`config.mk`:
```
export PLATFORM = sky130hd
export DESIGN_NAME = ucc_timer
export DESIGN_NICKNAME = d
export VERILOG_FILES = /design/src/pkg/ucc_pkg.sv /design/src/pkg/ucc_chan_if.sv /design/src/rtl/ucc_channel.sv /design/src/rtl/ucc_timer.sv
export VERILOG_INCLUDE_DIRS = /design/src /design/src/pkg
export SDC_FILE = /design/constraint.sdc
export NUM_CORES = 1
export LEC_CHECK = 0
export ABC_CLOCK_PERIOD_IN_PS = 5100
export BUFFER_PORTS_ARGS = -buffer_cell sky130_fd_sc_hd__buf_2
export CAP_MARGIN = 30
export CELL_PAD_IN_SITES_DETAIL_PLACEMENT = 2
export CELL_PAD_IN_SITES_GLOBAL_PLACEMENT = 2
export CORE_UTILIZATION = 40
export DETAILED_ROUTE_END_ITERATION = 10
export HOLD_SLACK_MARGIN = 0.08
export PLACE_DENSITY = 0.82
export SLEW_MARGIN = 5
export SYNTH_ARGS = -nofsm -noshare
export SYNTH_HDL_FRONTEND = slang
export SYNTH_SLANG_ARGS = --single-unit
```
`constraint.sdc`:
```
create_clock -name mclk -period 5.1 [get_ports mclk]
set_input_delay 0.255 -clock mclk [delete_from_list [all_inputs] [get_ports mclk]]
set_output_delay 0.255 -clock mclk [all_outputs]
set_load 0.02 [all_outputs]
```
`src/pkg/ucc_cfg.svh`:
```
// Functional notes
// - Counting clock is the system clock or the low-power clock, by select field.
// - Free run works only when counting up; never enable it with down counting.
// - Timer interrupt reaches the processor only while its enable field is set.
// - Counter counts up or down according to the direction field.
// - Software-written reload value is the threshold or restart value.
// - Counting needs both the clock gate field and the timer enable field.
// - Capture mode snapshots timer count or RTC count on a selected pin edge.
// - Falling edge select 0 picks rising edges, 1 picks falling edges.
// - Count mode select 0 is capture mode, 1 is counting mode.
// - A channel event raises an interrupt only when its enable field is 1.
// - Snapshot source select chooses RTC count or timer count for capture.
// - Trigger pin select values 1 to 12 pick port pins 0 to 11.
// - The result register holds the value before the channel interrupt shows.
// - Writing 1 to a channel event clear clears its pending event.
// - Period limit holds number of input periods counted, plus one.
// - Counting mode result is timer clock cycles over the programmed periods.
// - Counter is 11 bits; reaching zero, also by wrap, raises the interrupt.
// - Snapshot is 11 bits from the timer, 22 bits from the RTC port.
// - New edge while pending discards snapshot, sets overrun; clears with event.
// - Counting mode starts the next group of events automatically.
`ifndef UCC_CFG_SVH
`define UCC_CFG_SVH
// Register offsets (byte addresses)
`define UCC_OFS_CTRL   8'h00
`define UCC_OFS_CAP1   8'h04
`define UCC_OFS_CAP2   8'h08
`define UCC_OFS_COUNT  8'h0C
`define UCC_OFS_STATUS 8'h10
`define UCC_OFS_CLEAR  8'h14
`define UCC_OFS_RES1   8'h18
`define UCC_OFS_RES2   8'h1C
// Control register fields
`define UCC_CTRL_RELOAD 0
`define UCC_CTRL_DOWN   11
`define UCC_CTRL_FREE   12
`define UCC_CTRL_IRQ    13
`define UCC_CTRL_SYSCLK 14
`define UCC_CTRL_GATE   15
`define UCC_CTRL_ON     16
`define UCC_CTRL_W      17
`define UCC_CTRL_RST    17'h00000
// Channel configuration fields
`define UCC_CAP_FALL  0
`define UCC_CAP_CNT   1
`define UCC_CAP_IRQ   2
`define UCC_CAP_STAMP 3
`define UCC_CAP_PIN   4
`define UCC_CAP_PER   8
`define UCC_CAP_W     16
`define UCC_CAP_RST   16'h0000
// Clear register bits
`define UCC_CLR_TIMER 2
`endif

```
`src/pkg/ucc_pkg.sv`:
```
package ucc_pkg;
  typedef logic [10:0] ucc_count_t;   // Timer counter width
  typedef logic [21:0] ucc_stamp_t;   // Widest snapshot, RTC width
  typedef logic [7:0]  ucc_period_t;  // Period limit field
  typedef enum logic {
    UCC_CAPTURE,
    UCC_COUNTING
  } ucc_mode_e;
endpackage : ucc_pkg

```
`src/pkg/ucc_chan_if.sv`:
```
`timescale 1ns/1ns
interface ucc_chan_if;
  // Configuration from the register file
  logic                fall_sel;
  ucc_pkg::ucc_mode_e  mode;
  logic                stamp_rtc;
  logic [3:0]          pin_sel;
  ucc_pkg::ucc_period_t period_limit;
  logic                clear;
  // Shared timing and sources
  logic [11:0]         pins;
  logic                run;
  logic                tick;
  ucc_pkg::ucc_count_t timer_count;
  ucc_pkg::ucc_stamp_t rtc_count;
  // Channel state back to the register file
  logic                event_flag;
  logic                overrun;
  ucc_pkg::ucc_stamp_t result;
  modport top (output fall_sel, mode, stamp_rtc, pin_sel, period_limit,
               clear, pins, run, tick, timer_count, rtc_count,
               input event_flag, overrun, result);
  modport chan (input fall_sel, mode, stamp_rtc, pin_sel, period_limit,
                clear, pins, run, tick, timer_count, rtc_count,
                output event_flag, overrun, result);
endinterface : ucc_chan_if

```
`src/rtl/ucc_channel.sv`:
```
`timescale 1ns/1ns
module ucc_channel (
  // Clock and reset
  input wire logic mclk,
  input wire logic rstn,
  // Link to register file
  ucc_chan_if.chan ch
);
  logic                sel_lvl;
  logic                prev_lvl;
  logic                edge_hit;
  logic [7:0]          edge_cnt;
  ucc_pkg::ucc_stamp_t cyc_cnt;
  logic                done;
  ucc_pkg::ucc_stamp_t value;

  // Pin select; zero and codes above 12 select no pin
  always_comb begin
    sel_lvl = 1'b0;
    if (ch.pin_sel >= 4'h1 && ch.pin_sel <= 4'hC) begin
      sel_lvl = ch.pins[ch.pin_sel - 4'h1];
    end
  end

  // Edge polarity from the fall select bit
  always_ff @(posedge mclk or negedge rstn) begin
    if (!rstn) prev_lvl <= 1'b0;
    else prev_lvl <= sel_lvl;
  end
  assign edge_hit = ch.fall_sel ? (prev_lvl & ~sel_lvl)
                                : (~prev_lvl & sel_lvl);

  // Period counting; a group boundary edge also opens the next group.
  // The boundary cycle itself belongs to the new group, else one is lost.
  always_ff @(posedge mclk or negedge rstn) begin
    if (!rstn) begin
      edge_cnt <= 8'h00;
      cyc_cnt  <= 22'h000000;
    end else if (!ch.run || ch.mode != ucc_pkg::UCC_COUNTING) begin
      edge_cnt <= 8'h00;
      cyc_cnt  <= 22'h000000;
    end else if (edge_hit && (edge_cnt == 8'h00 || done)) begin
      edge_cnt <= 8'h01;
      cyc_cnt  <= {21'h000000, ch.tick};
    end else begin
      if (edge_hit) edge_cnt <= edge_cnt + 8'h01;
      if (ch.tick) cyc_cnt <= cyc_cnt + 22'h000001;
    end
  end
  // Limit counts edges, so N periods need a limit of N plus one
  assign done = (edge_cnt != 8'h00) &&
                (edge_cnt == ch.period_limit - 8'h01);

  // Value stored on completion
  always_comb begin
    if (ch.mode == ucc_pkg::UCC_COUNTING) value = cyc_cnt;
    else if (ch.stamp_rtc) value = ch.rtc_count;
    else value = {11'h000, ch.timer_count};
  end

  // Event, overrun and result; a new event wins over a clear
  always_ff @(posedge mclk or negedge rstn) begin
    if (!rstn) begin
      ch.event_flag <= 1'b0;
      ch.overrun    <= 1'b0;
      ch.result     <= 22'h000000;
    end else if (edge_hit && (ch.mode == ucc_pkg::UCC_CAPTURE || (ch.run
                 && done))) begin
      if (ch.event_flag && !ch.clear) begin
        ch.overrun <= 1'b1;
      end else begin
        ch.result     <= value;
        ch.event_flag <= 1'b1;
        ch.overrun    <= 1'b0;
      end
    end else if (ch.clear) begin
      ch.event_flag <= 1'b0;
      ch.overrun    <= 1'b0;
    end
  end
endmodule : ucc_channel

```
`src/rtl/ucc_timer.sv`:
```
// Decided for this implementation: the placing of the registers and the strobed register port.
`timescale 1ns/1ns
`include "ucc_cfg.svh"
module ucc_timer (
  // Clock and reset
  input  wire logic        mclk,
  input  wire logic        rstn,
  // Register port
  input  wire logic [7:0]  addr,
  input  wire logic [31:0] wdata,
  input  wire logic        wr,
  input  wire logic        rd,
  output      logic [31:0] rdata,
  // Clock source and capture sources
  input  wire logic        low_power_clock,
  input  wire logic [11:0] gpio_in,
  input  wire logic [21:0] rtc_count,
  // Interrupt requests
  output      logic        timer_irq,
  output      logic [1:0]  chan_irq
);
  logic [`UCC_CTRL_W-1:0] ctrl;
  logic [`UCC_CAP_W-1:0]  cap_cfg [2];
  ucc_pkg::ucc_count_t    count;
  ucc_pkg::ucc_count_t    next_count;
  ucc_pkg::ucc_count_t    reload_value;
  logic                   count_direction_down;
  logic                   free_run_enable;
  logic                   timer_irq_enable;
  logic                   clock_source_select;
  logic                   timer_clock_gate;
  logic                   timer_on;
  logic                   run;
  logic                   tick;
  logic                   timer_flag;
  logic [1:0]             clr_chan;
  logic                   clr_timer;
  logic [2:0]             lp_sync;
  logic                   lp_lvl;
  logic                   lp_rise;
  logic [11:0]            pin_s1;
  logic [11:0]            pin_s2;
  logic [11:0]            pin_s3;
  logic [11:0]            pin_lvl;
  logic [31:0]            next_rdata;
  logic [1:0]             ev;
  logic [1:0]             ovr;
  ucc_pkg::ucc_stamp_t    res [2];

  // Control field views
  assign reload_value         = ctrl[`UCC_CTRL_RELOAD +: 11];
  assign count_direction_down = ctrl[`UCC_CTRL_DOWN];
  assign free_run_enable      = ctrl[`UCC_CTRL_FREE];
  assign timer_irq_enable     = ctrl[`UCC_CTRL_IRQ];
  assign clock_source_select  = ctrl[`UCC_CTRL_SYSCLK];
  assign timer_clock_gate     = ctrl[`UCC_CTRL_GATE];
  assign timer_on             = ctrl[`UCC_CTRL_ON];

  // Control register write
  always_ff @(posedge mclk or negedge rstn) begin
    if (!rstn) begin
      ctrl <= `UCC_CTRL_RST;
    end else if (wr && addr == `UCC_OFS_CTRL) begin
      ctrl <= wdata[`UCC_CTRL_W-1:0];
    end
  end

  // Channel configuration writes
  always_ff @(posedge mclk or negedge rstn) begin
    if (!rstn) begin
      cap_cfg[0] <= `UCC_CAP_RST;
      cap_cfg[1] <= `UCC_CAP_RST;
    end else if (wr && addr == `UCC_OFS_CAP1) begin
      cap_cfg[0] <= wdata[`UCC_CAP_W-1:0];
    end else if (wr && addr == `UCC_OFS_CAP2) begin
      cap_cfg[1] <= wdata[`UCC_CAP_W-1:0];
    end
  end

  // Clear strobes are write-one pulses, they store nothing
  assign clr_chan  = (wr && addr == `UCC_OFS_CLEAR) ? wdata[1:0] : 2'h0;
  assign clr_timer = wr && addr == `UCC_OFS_CLEAR
                     && wdata[`UCC_CLR_TIMER];

  // Low-power clock synchroniser; only stages 2 and 3 are compared
  always_ff @(posedge mclk or negedge rstn) begin
    if (!rstn) begin
      lp_sync <= 3'h0;
    end else begin
      lp_sync <= {lp_sync[1:0], low_power_clock};
    end
  end

  // Filtered low-power level and its rising edge
  always_ff @(posedge mclk or negedge rstn) begin
    if (!rstn) begin
      lp_lvl  <= 1'b0;
      lp_rise <= 1'b0;
    end else begin
      lp_rise <= 1'b0;
      if (lp_sync[1] == lp_sync[2]) begin
        lp_lvl  <= lp_sync[2];
        lp_rise <= lp_sync[2] & ~lp_lvl;
      end
    end
  end

  // Pin synchronisers; a level is taken once stages 2 and 3 agree
  always_ff @(posedge mclk or negedge rstn) begin
    if (!rstn) begin
      pin_s1 <= 12'h000;
      pin_s2 <= 12'h000;
      pin_s3 <= 12'h000;
    end else begin
      pin_s1 <= gpio_in;
      pin_s2 <= pin_s1;
      pin_s3 <= pin_s2;
    end
  end

  // Agreement filter per pin
  always_ff @(posedge mclk or negedge rstn) begin
    if (!rstn) begin
      pin_lvl <= 12'h000;
    end else begin
      pin_lvl <= (pin_s2 & pin_s3) | (pin_lvl & (pin_s2 ^ pin_s3));
    end
  end

  // Gate and enable both needed; low-power source ticks on its edge
  assign run  = timer_clock_gate && timer_on;
  assign tick = run && (clock_source_select || lp_rise);

  // Next counter value
  always_comb begin
    if (!run) begin
      next_count = 11'h000;
    end else if (!tick) begin
      next_count = count;
    end else if (count_direction_down) begin
      // Free run is ignored when counting down
      next_count = (count == 11'h000) ? reload_value
                                      : count - 11'h001;
    end else if (!free_run_enable && count == reload_value) begin
      next_count = 11'h000;
    end else begin
      next_count = count + 11'h001;
    end
  end

  // Counter register
  always_ff @(posedge mclk or negedge rstn) begin
    if (!rstn) count <= 11'h000;
    else count <= next_count;
  end

  // Zero reached sets the timer flag; a new zero wins over a clear
  always_ff @(posedge mclk or negedge rstn) begin
    if (!rstn) begin
      timer_flag <= 1'b0;
    end else if (tick && next_count == 11'h000) begin
      timer_flag <= 1'b1;
    end else if (clr_timer) begin
      timer_flag <= 1'b0;
    end
  end

  // Interrupt outputs, registered so they stay glitch free
  always_ff @(posedge mclk or negedge rstn) begin
    if (!rstn) begin
      timer_irq <= 1'b0;
      chan_irq  <= 2'h0;
    end else begin
      timer_irq <= timer_flag && timer_irq_enable;
      chan_irq  <= ev & {cap_cfg[1][`UCC_CAP_IRQ],
                         cap_cfg[0][`UCC_CAP_IRQ]};
    end
  end

  // Two capture channels share the pins and timer state
  genvar gi;
  generate
    for (gi = 0; gi < 2; gi++) begin : g_chan
      ucc_chan_if cif ();
      assign cif.fall_sel     = cap_cfg[gi][`UCC_CAP_FALL];
      assign cif.mode         = ucc_pkg::ucc_mode_e'(
                                  cap_cfg[gi][`UCC_CAP_CNT]);
      assign cif.stamp_rtc    = cap_cfg[gi][`UCC_CAP_STAMP];
      assign cif.pin_sel      = cap_cfg[gi][`UCC_CAP_PIN +: 4];
      assign cif.period_limit = cap_cfg[gi][`UCC_CAP_PER +: 8];
      assign cif.clear        = clr_chan[gi];
      assign cif.pins         = pin_lvl;
      assign cif.run          = run;
      assign cif.tick         = tick;
      assign cif.timer_count  = count;
      assign cif.rtc_count    = rtc_count;
      assign ev[gi]           = cif.event_flag;
      assign ovr[gi]          = cif.overrun;
      assign res[gi]          = cif.result;
      ucc_channel u_chan (
        .mclk (mclk),
        .rstn (rstn),
        .ch   (cif.chan)
      );
    end
  endgenerate

  // Read mux; unmapped offsets read zero
  always_comb begin
    next_rdata = 32'h00000000;
    unique case (addr)
      `UCC_OFS_CTRL:   next_rdata = {15'h0000, ctrl};
      `UCC_OFS_CAP1:   next_rdata = {16'h0000, cap_cfg[0]};
      `UCC_OFS_CAP2:   next_rdata = {16'h0000, cap_cfg[1]};
      `UCC_OFS_COUNT:  next_rdata = {21'h000000, count};
      `UCC_OFS_STATUS: next_rdata = {27'h0000000, timer_flag, ovr, ev};
      `UCC_OFS_RES1:   next_rdata = {10'h000, res[0]};
      `UCC_OFS_RES2:   next_rdata = {10'h000, res[1]};
      default:         next_rdata = 32'h00000000;
    endcase
  end

  // Read data stands only in the cycle after the strobe
  always_ff @(posedge mclk or negedge rstn) begin
    if (!rstn) rdata <= 32'h00000000;
    else if (rd) rdata <= next_rdata;
    else rdata <= 32'h00000000;
  end
endmodule : ucc_timer

```
# [After elaboration in Yosys (flattened, before gate mapping)]
# Cells that the tools add are included.
[op_classes] addsub=10 n_lt_le_gt_ge=6 n_eq_ne=13 n_mux=45 n_bitwise=20 reduce_logical=52
[op_table] operator="2-to-1 mux 22 bit" count=10
[op_table] operator="case mux 22 bit (7 select lines)" count=1
[op_table] operator="2-to-1 mux 11 bit" count=5
[op_table] operator="2-to-1 mux 8 bit" count=6
[op_table] operator="adder 22 x 1 -> 22 bit, second input constant" count=2
[op_table] operator="equality test 8 x 5 -> 1 bit, second input constant" count=4
[op_table] operator="2-to-1 mux 32 bit" count=1
[op_table] operator="bitwise AND 12 bit" count=2
[op_table] operator="zero test 8 bit" count=3
[op_table] operator="logical AND 1 bit" count=22
[op_table] operator="zero test 11 bit" count=2
[op_table] operator="2-to-1 mux 1 bit" count=19
[op_table] operator="adder 8 x 1 -> 8 bit, second input constant" count=2
[op_table] operator="equality test 8 x 4 -> 1 bit, second input constant" count=2
[op_table] operator="equality test 8 bit" count=2
[op_table] operator="nonzero test 8 bit" count=2
[op_table] operator="subtractor 8 x 1 -> 8 bit, second input constant" count=2
[op_table] operator="bitwise OR 12 bit" count=1
[op_table] operator="nonzero test 3 bit" count=4
[op_table] operator="XOR 12 bit" count=1
[op_table] operator="adder 11 x 1 -> 11 bit, second input constant" count=1
[op_table] operator="equality test 11 bit" count=1
[op_table] operator="subtractor 11 x 1 -> 11 bit, second input constant" count=1
[op_table] operator="< comparator 4 x 5 -> 1 bit, second input constant" count=2
[op_table] operator="other kinds (15)" count=48
[word_totals] regBits=259 in_bits=79 output_inout_bits=35 elab_cells=173

# [Longest topological paths before layout]
# Gate-level depths: netlist of the first run.
[depth] word_depth=10 mapped_depth=12 depth_no_buf=10

# [Modules after synthesis]
# From an unflattened synthesis of the first run, not the netlist that was laid out.
[unflattened] hier_cells=1180 area_unflattened_um2=13021.2
[by_module_without_submodules] module="ucc_channel" n_inst=2 cells_each=322 area_each_um2=3359.5 seq_area_each_um2=1376.3
[by_module_without_submodules] module="ucc_timer" n_inst=1 cells_each=536 area_each_um2=6302.3 seq_area_each_um2=3478.3

# [Worst setup path before layout of the first run]
# Ideal clock, no wire load.
[synth_timing] path_type="reg2reg" start="register cap_cfg[20] (netlist name)" end="register g_chan[0].u_chan.ch.result[10]" setup_ns=0.125 t_arrival_ns=2.980 required_ns=4.975 path_slack_ns=1.994 stages_incl_launch_ff=13 path_buffers=2 synth_period_minus_slack_ns=3.106 cell_sequence="dfrtp_1 -> buf_2 -> inv_1 -> ha_1 -> mux4_2 -> mux2_2 -> mux2i_1 -> a311o_1 -> mux2i_2 -> nand2_2 -> a21oi_4 -> buf_12 -> mux2_4"
[synth_via] elab_chain_cells=9 word_cells_on_any_way=13 cone_classes="1 x add/sub; 2 x order compare; 4 x mux; 3 x bitwise; 3 x reduce/logical"
[synth_rtl] element="from (decl)" line_no="ucc_timer.sv:23" text="logic [`UCC_CAP_W-1:0] cap_cfg [2];"
[synth_rtl] element="subtractor 4 x 1 -> 4 bit" line_no="ucc_channel.sv:21" text="sel_lvl = ch.pins[ch.pin_sel - 4'h1];"
[synth_rtl] element="binary-select mux 1 bit (select 4 bit)" line_no="ucc_channel.sv:21"
[synth_rtl] element="2-to-1 mux 1 bit (implied by the code)" line_no="ucc_channel.sv:21"
[synth_rtl] element="2-to-1 mux 1 bit *" line_no="ucc_channel.sv:20" text="if (ch.pin_sel >= 4'h1 && ch.pin_sel <= 4'hC) begin"
[synth_rtl] element="inverter 1 bit" line_no="ucc_channel.sv:30" text="assign edge_hit = ch.fall_sel ? (prev_lvl & ~sel_lvl)"
[synth_rtl] element="bitwise AND 1 bit" line_no="ucc_channel.sv:30"
[synth_rtl] element="2-to-1 mux 1 bit *" line_no="ucc_channel.sv:30"
[synth_rtl] element="logical AND 1 bit *" line_no="ucc_channel.sv:67" text="end else if (edge_hit && (ch.mode == ucc_pkg::UCC_CAPTURE || (ch.run"
[synth_rtl] element="AND reduction 2 bit (no source line) *"
[synth_rtl] element="to (signal assigned)" line_no="ucc_channel.sv:72" text="ch.result <= value;"
[synth_rtl] element="to (decl)" line_no="ucc_chan_if.sv:25" text="output event_flag, overrun, result);"
# Every way passes the cells marked *; elsewhere a longest branch is shown, timed or not. The select of a mux whose other input is x is not followed.
# A chain may end at the register's enable or synchronous reset.

# [Worst setup path in the final report of the first run]
[layout_timing] start="register cap_cfg[20] (netlist name)" end="register g_chan[0].u_chan.ch.result[18]"
# The elaborated chain is that of the path after synthesis.

==> results of run 1 <==
## cell families after synthesis
logic type / count (synthesis)
AO/OA/AOI/OAI: 220
XOR/XNOR: 87
buffers and inverters: 94
other: 1
adder cells (fa/ha/maj): 28
multiplexers: 142
AND/OR/NAND/NOR: 410
flip-flops: 249
## final cells by class
| cell class | instances | area (um^2) |
|---|---|---|
| Clock inverter | 12 | 151 |
| Fill cell | 3230 | 16600 |
| Sequential cell | 249 | 6230 |
| Inverter | 22 | 82.6 |
| Clock buffer | 42 | 835 |
| Timing Repair Buffer | 147 | 1020 |
| Multi-Input combinational cell | 897 | 6170 |
| Tap cell | 402 | 503 |
## metrics by stage
| step | setup WS [ns] | instance area (um^2) | instances | total power [mW] |
|---|---|---|---|---|
| 3_5_place_dp | 0.916 | 13600 | 1677 | 2.54 |
| 4_1_cts | 0.843 | 15000 | 1769 | 4.76 |
| 6_report | 0.789 | 15000 | 1771 | 4.77 |
| 5_1_grt | 0.670 | 15000 | 1771 | 4.88 |
| 3_3_place_gp | 1.13 | 13600 | 1676 | 2.51 |
| 2_1_floorplan | 1.99 | 12800 | 1240 | 2.36 |
## Yosys cell counts (4+ instances only)
cell type	number	share of area
dfrtp_1	249	0.49
nor2_1	137	0.040
nand2_1	125	0.037
a21oi_1	60	0.023
mux2i_1	59	0.046
mux2_2	56	0.049
o21ai_0	47	0.018
xor2_1	44	0.030
clkbuf_1	43	0.013
xnor2_1	43	0.029
nand4_1	28	0.014
ha_1	27	0.026
inv_1	22	0.0064
nand3_1	22	0.0086
mux2_4	20	0.023
o21ai_1	17	0.0066
and3_1	14	0.0068
nor3_1	14	0.0055
a21o_1	13	0.0076
a22oi_1	13	0.0076
buf_2	13	0.0051
a221oi_1	11	0.0075
a31oi_1	11	0.0054
a22o_1	10	0.0068
buf_4	10	0.0059
or3_1	10	0.0049
nor2b_1	9	0.0044
nor4_1	9	0.0044
and2_1	8	0.0039
mux4_2	6	0.011
nand2b_1	5	0.0024
o22ai_1	5	0.0024
or2_2	5	0.0024
buf_1	4	0.0012
or4_1	4	0.0023
## path summary, 6_finish.rpt
kind,from,end,slack [ns],cells past startpoint
setup / recovery,cap_cfg[20],g_chan[0].u_chan.ch.result[18],0.79,11
hold / removal,rtc_count[15],g_chan[1].u_chan.ch.result[15],0.08,3
setup reg to reg,cap_cfg[20],g_chan[0].u_chan.ch.result[18],0.79,11
hold reg to reg,pin_s1[3],pin_s2[3],0.35,0
max in group asynchronous,rstn,g_chan[0].u_chan.ch.result[21],3.49,3
min in group asynchronous,rstn,pin_s2[1],0.37,2
## where the power goes
group          internal [mW]  switching (mW)  total (mW)
registers               2.04          0.0783        2.12
logic                  0.181           0.259       0.440
clock network           1.29           0.917        2.21
## critical path, delay by kind of cell, from the launching register on
kind | cells | cell delay, ns
mux | 5 | 1.71
compound gates | 2 | 0.82
flops | 1 | 0.61
buf+inv | 2 | 0.45
fa+ha+maj | 1 | 0.38
simple gates | 1 | 0.20
## state kept, by name, indices dropped and copies added (netlist names), 2 cells and up
signal,count
pin_s3,12
g_chan.u_chan.ch.result,44
g_chan.u_chan.ch.overrun,2
g_chan.u_chan.cyc_cnt,44
g_chan.cif.pins,12
pin_s1,12
g_chan.u_chan.ch.event_flag,2
cap_cfg,32
lp_sync,3
chan_irq,2
count,11
rdata,22
g_chan.u_chan.edge_cnt,16
ctrl,17
pin_s2,12
g_chan.u_chan.prev_lvl,2
## timing repair
item | 4_1_cts | 5_1_grt
endpoints found under the hold margin | 192 | 0
resized for setup | 0 | 0
hold buffers | 38 | 0
## metal layers
metal / global-route usage / up-vias / wire length, um
met5: 0 / - / 0
met4: 0.144 / 0 / 2440
met3: 0.0327 / 132 / 1900
met2: 0.522 / 355 / 24400
met1: 0.373 / 5509 / 19800
li1: - / 4549 / -
==> results.py, run 1 <==
metrics = {
    "logic_synthesis": {
        "yosys_warnings": 0,
        "synth_flop_cell": "dfrtp_1",
        "ys_types": 76,
        "seq_area_frac_synth": 0.486,
        "synthCells": 1231,
        "synth_mux_area_frac": 0.130,
        "synth-seq-cells": 249,
        "synth_compound_area_frac": 0.112,
        "synth_area_per_cell_um2": 10.4,
        "synth-simple-area-share": 0.150,
        "async_flop_share": 1.00,
        "yosys.area_share.adder": 0.0272,
        "synth_edf_count": 0,
        "netlist_area_mm2": 0.0128,
        "synth_top_family_by_area": "simple AND/OR/NAND/NOR gates",
        "synth-xor-area-share": 0.0595,
    },
    "cells_and_area": {
        "mostFrequentLayoutCells": "dfrtp_1 (249), nor2_1 (137), nand2_1 (125)",
        "syn2layout_area_growth_pct": 17.1,
        "drive_above_1_share": 0.189,
        "num_antenna_cells": 0,
        "final_common_cell": "dfrtp_1",
        "fin_nets": 1452,
        "post-route-util": 0.475,
    },
    "floorplanning": {
        "die_x_um": 181,
        "die_h_um": 181,
        "start_util": 0.406,
        "core_area_mm2": 0.0316,
        "rows": 65,
        "die_area_mm2": 0.0327,
        "num_io_pins": 114,
    },
    "sta": {
        "tns_ns": 0,
        "relSlewSlack": 0.322,
        "grt_setup_unrepaired": "false",
        "fmax_ghz": 0.232,
        "fin_worst_skew_ns": 0.0110,
        "fin_crit_ns": 4.31,
        "hold_viol": 0,
        "worstMarginPinSlew_ns": 1.02,
        "setup_viol": 0,
        "period_share": 0.845,
        "fin_hold_ws_ns": 0.0808,
        "drv_slew": 0,
    },
    "route": {
        "wl_mm": 48.5,
        "firstDrtPassIters": 5,
        "vias": 10545,
        "vias_per_cell": 5.95,
        "drc_errors": 0,
        "drt_iter0_drc": 650,
        "wl_per_cell_um": 27.4,
        "antenna_left": 0,
    },
    "global_routing": {
        "grt_max_degree": 128,
        "grt_antenna_before_repair": 3,
        "grt_overflow_total": 0,
        "grt_first_pass_wirelength_mm": 75.1,
        "grt_usage": 0.300,
        "grt_pass1_vias": 12096,
    },
    "setup_path": {
        "crit_slowest_cell": "mux2i_2",
        "worstPathCellList": "inv_1 -> ha_1 -> mux4_2 -> mux2_2 -> mux2i_1 -> a311o_1 -> mux2i_2 -> nand2_2 -> a21oi_4 -> buf_4 -> mux2_4",
        "start_kind": "register",
        "end_kind": "register",
        "arrival_ns": 4.75,
        "max_stage_delay_ns": 0.64,
        "cp_max_fo": 11,
        "critical_path_class": "reg -> reg",
        "cp.required_ns": 5.54,
    },
    "placed_design": {
        "dp_hpwl_mm": 29.8,
        "port_buffers": 88,
        "gp_congestion": 0.862,
    },
    "clocking": {
        "cts-buffers-inserted": 29,
        "cts.htree.levels": 1,
        "clock-root-buffer": "clkbuf_16",
        "clockBufferDepth": 3,
        "cts_tree": "built",
        "cts.reportedPaths.clkPinSlew_ns": 0.07,
        "clock_sinks": 249,
        "post_cts_buffers": 0,
        "clkLatencyLatePin_ns": 0.56,
    },
    "pwr": {
        "peakVddDrop_mv": 0.254,
        "power_leakage_nw": 6.54,
        "powerDensity_mw_per_mm2": 318,
    },
    "min_path": {
        "hp-class": "in -> reg",
    },
    "flow_run": {
        "cap_violations": 0,
    },
    "outcome": {
        "status": "completed",
    },
}
(Power assumes the default switching activity.)
==> inputs of run 2 (changes only) <==
Settings changed: ABC_CLOCK_PERIOD_IN_PS 5100 to 4400, CORE_UTILIZATION 40 to 39, PLACE_DENSITY 0.82 to 0.81.
Clock period 5.1 ns to 4.4 ns, I/O delays scaled along.
==> run 2 against run 1 <==
- sequential share of layout area fell by 0.45 points
- non-clock buffer count rose by 8
- cell count up 2.5%
- die area up 2.5%
- largest cell class unchanged
- highest routed layer unchanged
- combinational power is 17% higher
- count of clock-buffer cells in the layout rose by 2
- worst setup slack worse by 0.22 ns
- first-iteration DRC count grew 8.0%
- register-to-register slack lost 0.22 ns
- wire length fell by 0.37%
- global-route usage fell by 1.5 points
- critical path depth increased by 1
==> results.py, run 2 (synthesized netlist as in run 1, its figures left out) <==
metrics = {
    "route": {
        "vias": 10513,
        "antenna_left": 0,
        "firstDrtPassIters": 7,
        "wl_mm": 48.3,
        "wl_per_cell_um": 26.6,
        "vias_per_cell": 5.79,
        "drt_iter0_drc": 702,
        "drc_errors": 0,
    },
    "clocking": {
        "cts_tree": "built",
        "clkLatencyLatePin_ns": 0.58,
        "clockBufferDepth": 3,
        "cts.reportedPaths.clkPinSlew_ns": 0.07,
        "cts-buffers-inserted": 30,
        "cts.htree.levels": 1,
        "clock-root-buffer": "clkbuf_16",
        "clock_sinks": 249,
    },
    "sta": {
        "tns_ns": 0,
        "fmax_ghz": 0.261,
        "drv_slew": 0,
        "hold_viol": 0,
        "setup_viol": 0,
        "fin_hold_ws_ns": 0.137,
        "relSlewSlack": 0.289,
        "grt_setup_unrepaired": "false",
        "fin_worst_skew_ns": 0.0424,
        "worstMarginPinSlew_ns": 1.06,
        "fin_crit_ns": 3.83,
        "period_share": 0.870,
    },
    "global_routing": {
        "grtUsageMet2": 0.491,
        "met1_usage": 0.357,
        "grt_use_met3": 0.0403,
        "grt_usage": 0.285,
        "grt_first_pass_wirelength_mm": 72.4,
        "grt_antenna_before_repair": 1,
        "grt_pass1_vias": 11695,
        "grt_max_degree": 119,
        "busiest_layer": "met2",
        "grt_overflow_total": 0,
    },
    "floorplanning": {
        "die_x_um": 183,
        "num_io_pins": 114,
        "rows": 66,
        "core_area_mm2": 0.0325,
        "start_util": 0.395,
        "die_area_mm2": 0.0336,
        "die_h_um": 183,
    },
    "cells_and_area": {
        "reg_top3": "g_chan.u_chan.ch.result x44, g_chan.u_chan.cyc_cnt x44, cap_cfg x32",
        "post-route-util": 0.467,
        "fin_cells": 1816,
        "final_common_cell": "dfrtp_1",
        "syn2layout_area_growth_pct": 18.4,
        "num_antenna_cells": 0,
        "fin_nets": 1461,
        "drive_above_1_share": 0.189,
        "mostFrequentLayoutCells": "dfrtp_1 (249), nor2_1 (137), nand2_1 (125)",
    },
    "pwr": {
        "seqPwrFrac": 0.445,
        "power_frac_comb": 0.093,
        "internal-power_mw": 4.12,
        "p_sw_frac": 0.253,
        "peakVddDrop_mv": 0.304,
        "p_clk_frac": 0.462,
        "p_sw_mw": 1.40,
        "power_leakage_nw": 6.58,
        "powerDensity_mw_per_mm2": 364,
    },
    "placed_design": {
        "dp.cells": 1720,
        "dp_hpwl_mm": 30.4,
        "gp_congestion": 0.873,
        "port_buffers": 88,
    },
    "setup_path": {
        "cp.required_ns": 4.82,
        "critPathBufInv": 3,
        "crit_family": "multiplexers",
        "start_kind": "register",
        "cp_common_cell": "mux2_2",
        "max_stage_delay_ns": 0.62,
        "worstPathCellList": "inv_1 -> ha_1 -> mux4_2 -> mux2_2 -> mux2i_1 -> a311o_1 -> mux2i_2 -> buf_4 -> nand2_2 -> a21oi_4 -> buf_12 -> mux2_2",
        "cp_max_fo": 22,
        "crit_slowest_cell": "dfrtp_1",
        "critical_path_class": "reg -> reg",
        "arrival_ns": 4.25,
        "end_kind": "register",
    },
    "outcome": {
        "status": "completed",
    },
    "min_path": {
        "hp-class": "in -> reg",
    },
    "flow_run": {
        "cap_violations": 0,
    },
}
run 2: area by class of cell:
type                    count  area [um^2]
fillers                  3322        17300
flip-flops and latches    249         6230
multi-input cells         897         6170
repair buffers            155         1130
clock buffers              44          875
well taps                 442          553
clock inverters             7          119
inverters                  22         82.6
run 2: path summary, 6_finish.rpt:
kind	start	slack (ns)	cells past startpoint	end
min in group asynchronous	rstn	0.30	2	pin_s2[7]
max in group asynchronous	rstn	2.85	3	cap_cfg[18]
setup reg to reg	cap_cfg[20]	0.57	12	g_chan[0].u_chan.ch.result[1]
hold reg to reg	pin_s1[5]	0.36	0	pin_s2[5]
setup / recovery	cap_cfg[20]	0.57	12	g_chan[0].u_chan.ch.result[1]
hold / removal	rtc_count[5]	0.14	5	g_chan[1].u_chan.ch.result[5]
run 2: worst register-to-register path, delay by kind of cell (launching register included):
family                   cells  cell delay (ns)
AO/OA/AOI/OAI                2             0.51
adder cells (fa/ha/maj)      1             0.41
buffers and inverters        3             0.61
flip-flops                   1             0.62
multiplexers                 5             1.40
AND/OR/NAND/NOR              1             0.13
run 2: through the flow:
| stage | instance area (um^2) | setup slack [ns] | power [mW] |
|---|---|---|---|
| 2_1_floorplan | 12800 | 1.29 | 2.74 |
| 3_3_place_gp | 13700 | 0.964 | 2.91 |
| 3_5_place_dp | 13700 | 0.782 | 2.95 |
| 4_1_cts | 15100 | 0.726 | 5.52 |
| 5_1_grt | 15200 | 0.479 | 5.67 |
| 6_report | 15200 | 0.570 | 5.52 |
run 2: metal layers:
| metal | vias up | share of wire | routed length, um |
|---|---|---|---|
| met2 | 309 | 0.50 | 24000 |
| met5 | - | 0 | 0 |
| met4 | 0 | 0.038 | 1830 |
| li1 | 4566 | - | - |
| met1 | 5524 | 0.42 | 20300 |
| met3 | 114 | 0.044 | 2140 |
run 2: power groups by stage:
stage                     Combinational, mW  Clock, mW  Sequential, mW
after floorplan                       0.287          0            2.45
after global placement                0.428          0            2.48
after detailed placement              0.454          0            2.49
after CTS                             0.495       2.57            2.46
after global routing                  0.549       2.66            2.46
final                                 0.513       2.55            2.46
run 2: repair_timing:
item | CTS | global route
hold endpoints to repair | 198 | 0
hold buffers | 42 | 0
setup buffers | 0 | 0
resized for setup | 0 | 0
==> inputs of run 3 (changes only) <==
Settings changed: RECOVER_POWER set to 25, TNS_END_PERCENT set to 30.
==> run 3 against run 2 <==
- the flow now finishes with violations (max-capacitance violations, max-slew violations)
- critical endpoint unchanged
- sequential cell count is the same
- sequential share of layout area is essentially flat
- clock skew grew 0.0016 ns
- count of clock-buffer cells in the layout is the same
- design area is essentially flat
- register-to-register slack is essentially flat
==> results.py, run 3 (synthesized netlist as in run 1, its figures left out) <==
metrics = {
    "outcome": {
        "status": "finished, violations left",
        "violations": "max-capacitance violations, max-slew violations",
    },
    "floorplanning": {
        "start_util": 0.395,
        "rows": 66,
        "die_x_um": 183,
        "num_io_pins": 114,
        "die_area_mm2": 0.0336,
        "die_h_um": 183,
        "core_area_mm2": 0.0325,
    },
    "setup_path": {
        "reg2reg_depth": 12,
        "cp_max_fo": 22,
        "setup.worst_path.end": "g_chan[0].u_chan.ch.result[1]",
        "timing.rr.end": "g_chan[0].u_chan.ch.result[1]",
        "critical_path_class": "reg -> reg",
        "arrival_ns": 4.25,
        "r2r_slack_ns": 0.58,
        "crit_start": "cap_cfg[20]",
        "end_kind": "register",
        "cp.required_ns": 4.82,
        "start_kind": "register",
        "rr_startpoint": "cap_cfg[20]",
    },
    "global_routing": {
        "grt_first_pass_wirelength_mm": 72.4,
        "grt_max_degree": 119,
        "grt_pass1_vias": 11695,
        "grt_usage": 0.285,
        "grt_antenna_before_repair": 1,
        "grt_overflow_total": 0,
    },
    "route": {
        "wl_mm": 48.4,
        "wl_per_cell_um": 26.6,
        "drt_iter0_drc": 695,
        "antenna_left": 0,
        "firstDrtPassIters": 7,
        "vias": 10538,
        "drc_errors": 0,
        "vias_per_cell": 5.80,
    },
    "sta": {
        "fin_worst_skew_ns": 0.0440,
        "tns_ns": 0,
        "worstMarginPinSlew_ns": 3.32,
        "hold_viol": 0,
        "grt_setup_unrepaired": "false",
        "drv_slew": 118,
        "fin_crit_ns": 3.82,
        "relSlewSlack": -1.22,
        "fmax_ghz": 0.262,
        "period_share": 0.869,
        "setup_viol": 0,
    },
    "cells_and_area": {
        "register_area_mm2": 0.00623,
        "post-route-util": 0.467,
        "reg_top3": "g_chan.u_chan.ch.result x44, g_chan.u_chan.cyc_cnt x44, cap_cfg x32",
        "drive_above_1_share": 0.186,
        "syn2layout_area_growth_pct": 18.3,
        "fin_nets": 1461,
        "fin_cells": 1816,
        "mostFrequentLayoutCells": "dfrtp_1 (249), nor2_1 (137), nand2_1 (125)",
        "multi_input_area_mm2": 0.00617,
        "num_antenna_cells": 0,
        "fill_cells": 3323,
        "final_common_cell": "dfrtp_1",
    },
    "placed_design": {
        "gp_congestion": 0.873,
        "dp.cells": 1720,
        "port_buffers": 88,
        "dp_hpwl_mm": 30.4,
    },
    "pwr": {
        "powerDensity_mw_per_mm2": 364,
        "p_sw_frac": 0.253,
        "peakVddDrop_mv": 0.303,
        "power_frac_comb": 0.093,
        "p_clk_frac": 0.462,
        "internal-power_mw": 4.12,
        "seqPwrFrac": 0.446,
        "power_leakage_nw": 6.57,
        "p_sw_mw": 1.40,
    },
    "clocking": {
        "clkLatencyLatePin_ns": 0.58,
        "cts-buffers-inserted": 30,
        "clock_sinks": 249,
        "clockBufferDepth": 3,
        "cts.reportedPaths.clkPinSlew_ns": 0.07,
        "clock-root-buffer": "clkbuf_16",
        "cts_tree": "built",
        "cts_resized": 0,
        "cts.htree.levels": 1,
    },
    "min_path": {
        "hp-class": "in -> reg",
    },
    "flow_run": {
        "cap_violations": 1,
    },
}
run 3: power groups by stage:
stage	registers [mW]	clock network [mW]	logic, mW
2_1_floorplan	2.45	0	0.287
3_3_place_gp	2.48	0	0.428
3_5_place_dp	2.49	0	0.454
6_report	2.46	2.55	0.512
5_1_grt	2.46	2.66	0.548
4_1_cts	2.46	2.57	0.495
run 3: cell type report:
cell class | instances | area share
clock buffers | 44 | 0.0577
clock inverters | 7 | 0.00784
inverters | 22 | 0.00545
multi-input cells | 897 | 0.408
flip-flops and latches | 249 | 0.411
well taps | 442 | 0.0365
repair buffers | 155 | 0.0737
run 3: metal layers:
metal / track usage / wire [um] / part of all wire
met3: 0.0403 / 2220 / 0.046
met2: 0.491 / 24100 / 0.50
met4: 0.122 / 1810 / 0.037
met1: 0.357 / 20300 / 0.42
met5: 0 / 0 / 0
run 3: repair_timing:
| item | 4_1_cts | 5_1_grt |
|---|---|---|
| hold buffers | 42 | 0 |
| setup buffers | 0 | 0 |
| hold endpoints to repair | 198 | 0 |
run 3: stage by stage:
step	power [mW]	hold WS [ns]	setup WS [ns]	cell area (um^2)
2_1_floorplan	2.74	-0.0756	1.29	12800
3_3_place_gp	2.91	0.329	0.964	13700
3_5_place_dp	2.95	0.330	0.782	13700
4_1_cts	5.52	0.123	0.726	15100
5_1_grt	5.67	0.163	0.479	15200
6_report	5.52	0.137	0.576	15200
run 3: how the worst min path moves through the flow:
stage / from / endpoint / cells after the start
after floorplan: rstn / cap_cfg[0] / 0
after global placement: gpio_in[4] / pin_s1[4] / 1
after detailed placement: gpio_in[6] / pin_s1[6] / 1
after CTS: rtc_count[7] / g_chan[1].u_chan.ch.result[7] / 5
after global routing: rtc_count[7] / g_chan[1].u_chan.ch.result[7] / 5
final: rtc_count[0] / g_chan[0].u_chan.ch.result[0] / 4
run 3: critical path, cell delays in order (launching register included):
cell	delay, ns
dfrtp_1	0.61
inv_1	0.15
ha_1	0.40
mux4_2	0.32
mux2_2	0.28
mux2i_1	0.15
a311o_1	0.35
mux2i_2	0.29
buf_4	0.22
nand2_2	0.13
a21oi_4	0.16
buf_12	0.24
mux2_2	0.36
